[src/hdl/legacy_link_cfg.svh]
// Purpose: Offsets, field positions, reset values and timing counts of the legacy serial link.
// Assumes: Included by its bare name wherever these figures are needed.
// Notes: Bit indices count the rising serial clock edges of one transaction from zero.
`ifndef LEGACY_LINK_CFG_SVH
`define LEGACY_LINK_CFG_SVH

// ==========================================================
// Serial frame positions
`define LINK_BIT_DIR 4'h1
`define LINK_BIT_TGT 4'h2
`define LINK_BIT_FIRST_DATA 4'h3
`define LINK_BIT_LAST_DATA 4'hA
`define LINK_BIT_STATUS 4'hB
`define LINK_BIT_GAP 4'hC
`define LINK_BIT_END 4'hD

// ==========================================================
// Status byte fields and hold byte reset value
`define STAT_RXF 0
`define STAT_TXE 1
`define STAT_RXIE 4
`define STAT_TXIE 5
`define DEV_BYTE_RESET 8'h00

// ==========================================================
// Controller timing and registers
`define HALF_PERIOD_CYCLES 6
`define MIN_HALF_PERIOD 4
`define REG_CMD 8'h00
`define REG_STATE 8'h04
`define REG_RESULT 8'h08
`define CMD_TGT 8
`define CMD_DIR 9
`define CMD_RETRY 10

`endif

[src/hdl/legacy_link_pkg.sv]
// Purpose: Types shared by both ends of the legacy serial link.
// Assumes: Figures live in legacy_link_cfg.svh.
// Notes: State codes are written out.
package legacy_link_pkg;

  typedef enum logic [1:0]
  {
    DEV_IDLE = 2'b00,
    DEV_BUSY = 2'b01,
    DEV_GAP = 2'b10
  } dev_phase_e;

  typedef enum logic [0:0]
  {
    MST_IDLE = 1'b0,
    MST_RUN = 1'b1
  } mst_phase_e;

endpackage

[src/hdl/legacy_link_if.sv]
// Purpose: Four wires between the serial master and the legacy slave.
// Assumes: All wires are plain one-way signals.
// Notes: Select is active high on this link.
`timescale 1ns/100ps
interface legacy_link_if;
  logic sclk;
  logic ss;
  logic mosi;
  logic miso;

  modport device
  (
    input sclk,
    input ss,
    input mosi,
    output miso
  );

  modport master
  (
    output sclk,
    output ss,
    output mosi,
    input miso
  );
endinterface

[src/hdl/legacy_link_device.sv]
// Purpose: Slave end of the legacy four-wire link with one-byte receive and transmit holds.
// Assumes: core_clk is much faster than the serial clock; all link pins are asynchronous.
// Notes: Each serial clock rise is found three core cycles late, after the synchronisers.
`timescale 1ns/100ps
`include "legacy_link_cfg.svh"

module legacy_link_device
(
  input wire logic core_clk, // System clock.
  input wire logic reset_n, // Asynchronous reset, active low.
  legacy_link_if.device link, // Serial link toward the master.
  output logic [7:0] rxData, // Byte held in the receive buffer.
  output logic rxFull, // Receive buffer holds an unread byte.
  input wire logic rxPop, // Pulse: user has taken the receive byte.
  input wire logic [7:0] txData, // Byte offered to the transmit buffer.
  input wire logic txPush, // Pulse: load txData when the buffer is empty.
  output logic txEmpty, // Transmit buffer has no new byte.
  input wire logic rxFullIrqEnable, // Reported in status byte bit 4.
  input wire logic txEmptyIrqEnable // Reported in status byte bit 5.
);

  // ==========================================================
  // State
  typedef struct packed
  {
    logic sclkS1;
    logic sclkS2;
    logic sclkPrev;
    logic ssS1;
    logic ssS2;
    logic mosiS1;
    logic mosiS2;
    legacy_link_pkg::dev_phase_e phase;
    logic [3:0] bitCnt;
    logic dir;
    logic tgt;
    logic statBit;
    logic [7:0] shift;
    logic miso;
    logic [7:0] rxByte;
    logic rxFull;
    logic [7:0] txByte;
    logic txEmpty;
  } dev_state_s;

  dev_state_s st_q;
  dev_state_s st_d;

  // ==========================================================
  // Next state
  always_comb
  begin
    logic rise;
    logic [7:0] statusByte;
    logic [7:0] loadByte;
    logic [7:0] wrByte;
    rise = 1'b0;
    statusByte = 8'h00;
    loadByte = 8'h00;
    wrByte = 8'h00;
    st_d = st_q;

    // Only the second stage of each synchroniser is looked at.
    st_d.sclkS1 = link.sclk;
    st_d.sclkS2 = st_q.sclkS1;
    st_d.sclkPrev = st_q.sclkS2;
    st_d.ssS1 = link.ss;
    st_d.ssS2 = st_q.ssS1;
    st_d.mosiS1 = link.mosi;
    st_d.mosiS2 = st_q.mosiS1;
    rise = st_q.sclkS2 & ~st_q.sclkPrev;

    statusByte[`STAT_RXF] = st_q.rxFull;
    statusByte[`STAT_TXE] = st_q.txEmpty;
    statusByte[`STAT_RXIE] = rxFullIrqEnable;
    statusByte[`STAT_TXIE] = txEmptyIrqEnable;
    wrByte = {st_q.shift[6:0], st_q.mosiS2};

    // User side of the holds; link updates below come later and win.
    if (rxPop)
    begin
      st_d.rxFull = 1'b0;
    end
    if (txPush && st_q.txEmpty)
    begin
      st_d.txByte = txData;
      st_d.txEmpty = 1'b0;
    end

    if (rise)
    begin
      if (!st_q.ssS2)
      begin
        // Nothing is committed before the last data bit, so dropping out is clean.
        st_d.phase = legacy_link_pkg::DEV_IDLE;
        st_d.miso = 1'b0;
      end
      else
      begin
        unique case (st_q.phase)
          legacy_link_pkg::DEV_IDLE:
          begin
            if (st_q.mosiS2)
            begin
              st_d.phase = legacy_link_pkg::DEV_BUSY;
              st_d.bitCnt = `LINK_BIT_DIR;
            end
          end
          legacy_link_pkg::DEV_GAP:
          begin
            // Waits for a rise with select low before a new start.
            st_d.phase = legacy_link_pkg::DEV_GAP;
          end
          legacy_link_pkg::DEV_BUSY:
          begin
            st_d.bitCnt = 4'(st_q.bitCnt + 4'h1);
            if (st_q.bitCnt == `LINK_BIT_DIR)
            begin
              st_d.dir = st_q.mosiS2;
            end
            else if (st_q.bitCnt == `LINK_BIT_TGT)
            begin
              st_d.tgt = st_q.mosiS2;
              st_d.shift = 8'h00;
              if (st_q.dir)
              begin
                if (st_q.mosiS2)
                begin
                  loadByte = statusByte;
                  st_d.statBit = 1'b0;
                end
                else
                begin
                  loadByte = st_q.txByte;
                  st_d.statBit = st_q.txEmpty;
                end
                st_d.shift = loadByte;
                st_d.miso = loadByte[7];
              end
            end
            else if (st_q.bitCnt < `LINK_BIT_LAST_DATA)
            begin
              if (st_q.dir)
              begin
                st_d.miso = st_q.shift[6];
                st_d.shift = {st_q.shift[6:0], 1'b0};
              end
              else
              begin
                st_d.shift = wrByte;
              end
            end
            else if (st_q.bitCnt == `LINK_BIT_LAST_DATA)
            begin
              if (st_q.dir)
              begin
                st_d.miso = st_q.statBit;
                // A byte pushed after the load was never sent, so only a byte sent as new is removed.
                if (!st_q.tgt && !st_q.statBit)
                begin
                  st_d.txEmpty = 1'b1;
                end
              end
              else if (st_q.tgt)
              begin
                st_d.miso = 1'b1;
              end
              else if (st_q.rxFull)
              begin
                st_d.miso = 1'b1;
              end
              else
              begin
                st_d.rxByte = wrByte;
                st_d.rxFull = 1'b1;
                st_d.miso = 1'b0;
              end
            end
            else
            begin
              // Status bit has been sampled at this rise; release it.
              st_d.miso = 1'b0;
              if (st_q.dir && st_q.tgt)
              begin
                st_d.phase = legacy_link_pkg::DEV_IDLE;
              end
              else
              begin
                st_d.phase = legacy_link_pkg::DEV_GAP;
              end
            end
          end
          default:
          begin
            st_d.phase = legacy_link_pkg::DEV_IDLE;
          end
        endcase
      end
    end
  end

  // ==========================================================
  // Registers
  always_ff @(posedge core_clk or negedge reset_n)
  begin
    if (!reset_n)
    begin
      st_q <= '{
        phase: legacy_link_pkg::DEV_IDLE,
        rxByte: `DEV_BYTE_RESET,
        txByte: `DEV_BYTE_RESET,
        txEmpty: 1'b1,
        default: '0
      };
    end
    else
    begin
      st_q <= st_d;
    end
  end

  assign link.miso = st_q.miso;
  assign rxData = st_q.rxByte;
  assign rxFull = st_q.rxFull;
  assign txEmpty = st_q.txEmpty;

endmodule

[src/flat_wrapper.sv]
// flat-port wrapper written by rule: the top's interface ports become plain ports
module legacy_link_device_flat 
  (core_clk, reset_n, rxData, rxFull, rxPop, txData, txPush, txEmpty, rxFullIrqEnable, txEmptyIrqEnable, link_sclk, link_ss, link_mosi, link_miso);
  legacy_link_if link_i ();
  input wire logic core_clk;
  input wire logic reset_n;
  output logic [7:0] rxData;
  output logic rxFull;
  input wire logic rxPop;
  input wire logic [7:0] txData;
  input wire logic txPush;
  output logic txEmpty;
  input wire logic rxFullIrqEnable;
  input wire logic txEmptyIrqEnable;
  input wire logic [$bits(link_i.sclk)-1:0] link_sclk;
  input wire logic [$bits(link_i.ss)-1:0] link_ss;
  input wire logic [$bits(link_i.mosi)-1:0] link_mosi;
  output wire logic [$bits(link_i.miso)-1:0] link_miso;
  assign link_i.sclk = link_sclk;
  assign link_i.ss = link_ss;
  assign link_i.mosi = link_mosi;
  assign link_miso = link_i.miso;
  legacy_link_device u_core (.core_clk(core_clk), .reset_n(reset_n), .link(link_i), .rxData(rxData), .rxFull(rxFull), .rxPop(rxPop), .txData(txData), .txPush(txPush), .txEmpty(txEmpty), .rxFullIrqEnable(rxFullIrqEnable), .txEmptyIrqEnable(txEmptyIrqEnable));
endmodule
[config.mk]
export PLATFORM = sky130hd
export DESIGN_NAME = legacy_link_device_flat
export DESIGN_NICKNAME = d
export VERILOG_FILES = /design/src/hdl/legacy_link_pkg.sv /design/src/hdl/legacy_link_if.sv /design/src/hdl/legacy_link_device.sv /design/src/flat_wrapper.sv
export VERILOG_INCLUDE_DIRS = /design/src /design/src/hdl
export SDC_FILE = /design/constraint.sdc
export NUM_CORES = 1
export LEC_CHECK = 0
export BUFFER_PORTS_ARGS = -buffer_cell sky130_fd_sc_hd__buf_2
export CORE_MARGIN = 3
export CORE_UTILIZATION = 50
export DETAILED_ROUTE_END_ITERATION = 12
export PLACE_DENSITY_LB_ADDON = 0.12
export RECOVER_POWER = 50
export SLEW_MARGIN = 20
export SYNTH_ARGS = -nofsm -noshare
export SYNTH_HDL_FRONTEND = slang
export SYNTH_SLANG_ARGS = --single-unit
export TNS_END_PERCENT = 10
[constraint.sdc]
create_clock -name core_clk -period 2.43 [get_ports core_clk]
set_input_delay 0.243 -clock core_clk [delete_from_list [all_inputs] [get_ports core_clk]]
set_output_delay 0.243 -clock core_clk [all_outputs]
set_load 0.005 [all_outputs]
-- Word level (Yosys, flattened, before mapping)
Cells that the tools add are included.
W data, S select, Z words.
- register bits: 42
- input port bits: 17
- output and inout bits: 11
- logic and storage cells: 102
- add/subtract/negate cells: 1
- magnitude comparators: 1
- equality and inequality tests: 15
- mux-type cells: 43
- bitwise operators: 8
- reduce and logical (&&, ||, !) cells: 16
- operators with widths (operator ; count):
    $mux W9 ; 6
    $mux W8 ; 3
    $mux W1 ; 22
    $ne A3 B3 Y1 const B ; 7
    $mux W10 ; 2
    $reduce_and A5 Y1 ; 3
    $mux W2 ; 6
    $reduce_and A6 Y1 ; 2
    $reduce_and A10 Y1 ; 1
    $pmux W4 S2 ; 1
    $reduce_and A4 Y1 ; 2
    $mux W7 ; 1
    $not A1 Y1 ; 7
    $mux W6 ; 1
    $pmux W2 S3 ; 1
    $add A4 B1 Y4 const B ; 1
    $eq A4 B1 Y1 const B ; 1
    $eq A4 B2 Y1 const B ; 1
    $eq A4 B4 Y1 const B ; 1
    $lt A4 B4 Y1 const B ; 1
    $ne A2 B2 Y1 const B ; 2
    $reduce_bool A2 Y1 ; 2
    $logic_and A1 B1 Y1 ; 3
    $eq A2 B1 Y1 const B ; 1
    5 further kinds ; 6

-- Longest topological paths before layout
- depth after elaboration: 11
- depth in mapped cells: 7
- depth with buffers taken out: 7

-- Worst setup path after synthesis
Ideal clock, no wire load.
- path kind: register to register
- from: register u_core.st_q[35] (netlist bit)
- to: register u_core.st_q (netlist bit u_core.rxData[0])
- setup time: 0.125 ns
- data arrival time: 1.641 ns
- required time: 2.305 ns
- slack: 0.664 ns
- stages on the path, launching flop included: 6
- buffers on the path: 1
- clock period less this slack: 1.766 ns
- cell sequence: dfrtp_1 > nand2b_2 > or2_1 > buf_2 > nor4_4 > mux2_2
- cells in the longest elaborated chain, start to end: 2
- RTL lines (item ; RTL line ; RTL):
    start: declaration ; legacy_link_device.sv:46 ; dev_state_s st_q;
    start signal: assignment ; legacy_link_device.sv:208 ; st_q <= '{
    start signal: assignment ; legacy_link_device.sv:218 ; st_q <= st_d;
    $eq A2 B1 Y1 ; legacy_link_device.sv:100 ; unique case (st_q.phase)
    $reduce_and A10 Y1 (no line) ; -- ;
No other way between the ends.
A chain may end at the register's enable or synchronous reset.

-- Worst setup path in the final report
- from: register u_core.st_q[29] (netlist bit)
- to: register u_core.st_q (netlist bit u_core.rxData[2])
- cells in the longest elaborated chain, start to end: 2
- RTL lines (item):
    $not A1 Y1 (no line)
    $reduce_and A10 Y1 (no line)
No other way between the ends.

==> results.md <==
* Commonest cells after routing, fill and taps aside: dfrtp_1, buf_2, nor2_1
* CP Max Fanout at 13
* TritonRoute pass-1 iters at 4
* Global-route total usage across every layer at roughly 18%
* FF+latch count, synth at between 40 and 50
* Synth Area in XOR/XNOR at 0%
* Worst vdd ir at 0.450 mV
* Failing checks: capacitance limit, slew limit
* Synth Area in Simple Gates at 15.4%
* Port Buf Inserts at 27
* Crit path setup slack, layout at 0.412 ns
* Die X at 68.5 um
* Wirelength, routed at 3700 um
* Clk buf depth at 2
* Mux share of post-synthesis cell area at 12.5%
* Die height at 68.5 um
* Row count at 22
* CP max stage delay at 0.52 ns
* Slew Viols, Final at 43
* Top post-synthesis cells by area: dfrtp_1, mux2_2, nor2_1, nand3_1, buf_4
* Final period util at 83.0%
* Initial Util at 52.6%
* CTS buffer count at 5
* Slowest cell on crit path: nor4_4
* Unrepaired setup endpoints after global routing: no
* Root Buffer: clkbuf_8
* Post-Synth Adder-Cell Area at 1.92%
* Cell variety after synth at 37
* Post-place setup slack at 0.403 ns
* Syn_nets at 199
* Critical path type: reg -> reg
* Largest family of logic cells by synthesized area: simple AND/OR/NAND/NOR gates
* Worst path cell trace: nor3_1 -> nand3_1 -> nor4_4 -> mux2_2
* GP Congestion at 0.941
* H-tree depth at 2
* Post-Route Skew at roughly 0.0044 ns
* Setup-failing EPs final at 0
* Syn_area_per_cell at 10.9 um2
* Internal power at 0.00149 W
* TritonCTS clock tree: done
* Pwr dens at about 980 nW/um2
* CP startpoint kind: flop
* Via density at between 5 and 6
* Gate Count Post-Synth at 179
* Max Freq at 496 MHz
* Yosys Warn Count at 0
* Via Count at 1350
* Largest net degree at the start of global routing at 43
* CTS Sinks at 42
* Max transition margin at -46.1%
* Sequential Power Share at 48.3%
* Number of max-cap violations at 1
* First-pass GRT wire length at about 6000 um
* Final hold vios at 0
* Critical path's top delay family: simple AND/OR/NAND/NOR gates
* Seq/Total Area, Yosys at 53.9%
* Post-Syn Area at 1950 um2
* ANT cells at 0
* CTS resizes at 0
* Die Area at around 4700 um2
* Share of cells above drive strength 1 at 28.5%
* Comb power frac at 20.1%
* Antenna Nets Post-Route at 0
* Vias in the first global route at 1288
* Data required time at the worst endpoint at 2.62 ns
* Yosys top cell by area: dfrtp_1
* Net switching power at 0.000660 W
* I/O Pins at 28
* Nets at 219
* Placeable Area at 3720 um2
* CP Capture Type: flop
* WL/cell at approximately 15 um
* Crit path buffers/inverters at 0
* Clock edge transition at the registers on the reported setup and hold paths at 0.08 ns
* Total setup buffers inserted after CTS at 0
* Cts hold-fix bufs at 0
* Leading cell type in the layout, fill and taps excluded: dfrtp_1
* Net Sw Frac at 30.6%
* Leak at 1.04 nW
* Area Growth Syn to Fin at 12.8%
* Hold Path Class: in -> reg
* Area of the multi-input gates at about 790 um2
* Worst-Skew Late Latency at 0.30 ns
* Flip-flop and latch area at 1050 um2
* Setup TNS at 0 ns
* Initial DRC Count at approximately 110
* Arrival @ worst endpoint at 2.20 ns
* Min Tclk post-route at 2.02 ns
* Initial antenna violation count at 0
* Complex-gate fraction of the synthesized area at 10.7%
* Clock power frac at 31.5%
* Grt ovf at 0
* HPWL after DPL at 2720 um
* Drc violations at 0
* Slew @ Worst Pin at 2.19 ns
* Fill cells at between 300 and 400
* Status: finished with violations
* Post-synth top area share at 52.5%
cell families (layout without fill, tap and decap cells):
logic type | count (synthesis) | after routing
multiplexers | 22 | 22
AO/OA/AOI/OAI | 32 | 32
buffers and inverters | 20 | 41
adder cells (fa/ha/maj) | 3 | 3
AND/OR/NAND/NOR | 60 | 60
flip-flops | 42 | 42
cell type report:
| cell class | instances | area share (%) |
|---|---|---|
| timing repair buffer | 27 | 6.08 |
| clock inverter | 2 | 2.73 |
| inverter | 6 | 1.02 |
| tap | 48 | 2.73 |
| clock buffer | 6 | 3.75 |
| sequential | 42 | 47.8 |
| multi-input combinational | 117 | 35.9 |
cells in the mapped netlist (all sizes together):
master  count
o21ba       1
a211o       1
a21oi       6
inv         6
a31oi       4
or2         1
o32ai       1
nor2b       3
a21o        1
buf        10
a22oi       3
nand3b      1
ha          3
and2b       1
nor2       20
nand2b      3
a221oi      1
o22ai       1
and3        1
a221o       1
mux2       19
nand3      12
nor4        3
nor3        2
or3         1
o21ai       9
clkbuf      4
mux2i       3
dfrtp      41
dfstp       1
a22o        3
or4         1
nand2      11
routing by layer:
| metal | vias up | global-route usage [%] | share of wire (%) |
|---|---|---|---|
| li1 | 662 | - | - |
| met1 | 630 | 24.6 | 48 |
| met2 | 54 | 25.5 | 44 |
| met3 | 4 | 5.83 | 7.4 |
| met4 | 0 | 6.95 | 1.0 |
| met5 | - | 0 | 0 |
flip-flops by register name, indices dropped and copies added, names as in the netlist:
| name | count |
|---|---|
| u_core.link.miso | 1 |
| u_core.rxFull | 1 |
| u_core.st_q | 27 |
| u_core.rxData | 8 |
| u_core.st_d | 4 |
| u_core.txEmpty | 1 |
power by group through the flow:
| stage | combinational, W | clock, W | sequential, W |
|---|---|---|---|
| final | 0.000433 | 0.000679 | 0.00104 |
| after global routing | 0.000491 | 0.000719 | 0.00106 |
| after CTS | 0.000434 | 0.000694 | 0.00104 |
| after detailed placement | 0.000431 | 0 | 0.00105 |
| after global placement | 0.000418 | 0 | 0.00103 |
| after floorplan | 0.000389 | 0 | 0.000953 |
stage by stage:
step           power (W)  std cells  util (%)  instance area, um2  hold WS [ns]
2_1_floorplan    0.00134        179         -                1950       -0.0526
3_3_place_gp     0.00145        240      55.5                2060         0.332
3_5_place_dp     0.00148        240      55.5                2060         0.335
4_1_cts          0.00216        248      59.3                2200        0.0380
5_1_grt          0.00227        248      59.3                2200        0.0307
6_report         0.00215        248      59.3                2200        0.0502
path summary, 6_finish.rpt:
kind / to / from / cells after the start / slack [ns]
min: u_core.st_d[38]$_DFF_PN0_ / link_ss / 1 / 0.05
max reg2reg: u_core.rxData[2]$_DFFE_PN0P_ / u_core.st_q[29]$_DFFE_PN0P_ / 4 / 0.41
max in group asynchronous: u_core.st_q[28]$_DFFE_PN0P_ / reset_n / 1 / 0.60
min reg2reg: u_core.st_q[36]$_DFF_PN0_ / u_core.st_d[36]$_DFF_PN0_ / 0 / 0.35
max: u_core.rxData[2]$_DFFE_PN0P_ / u_core.st_q[29]$_DFFE_PN0P_ / 4 / 0.41
min in group asynchronous: u_core.st_q[32]$_DFFE_PN0P_ / reset_n / 1 / 0.58
No activity file was read; power rests on OpenSTA's default activity.
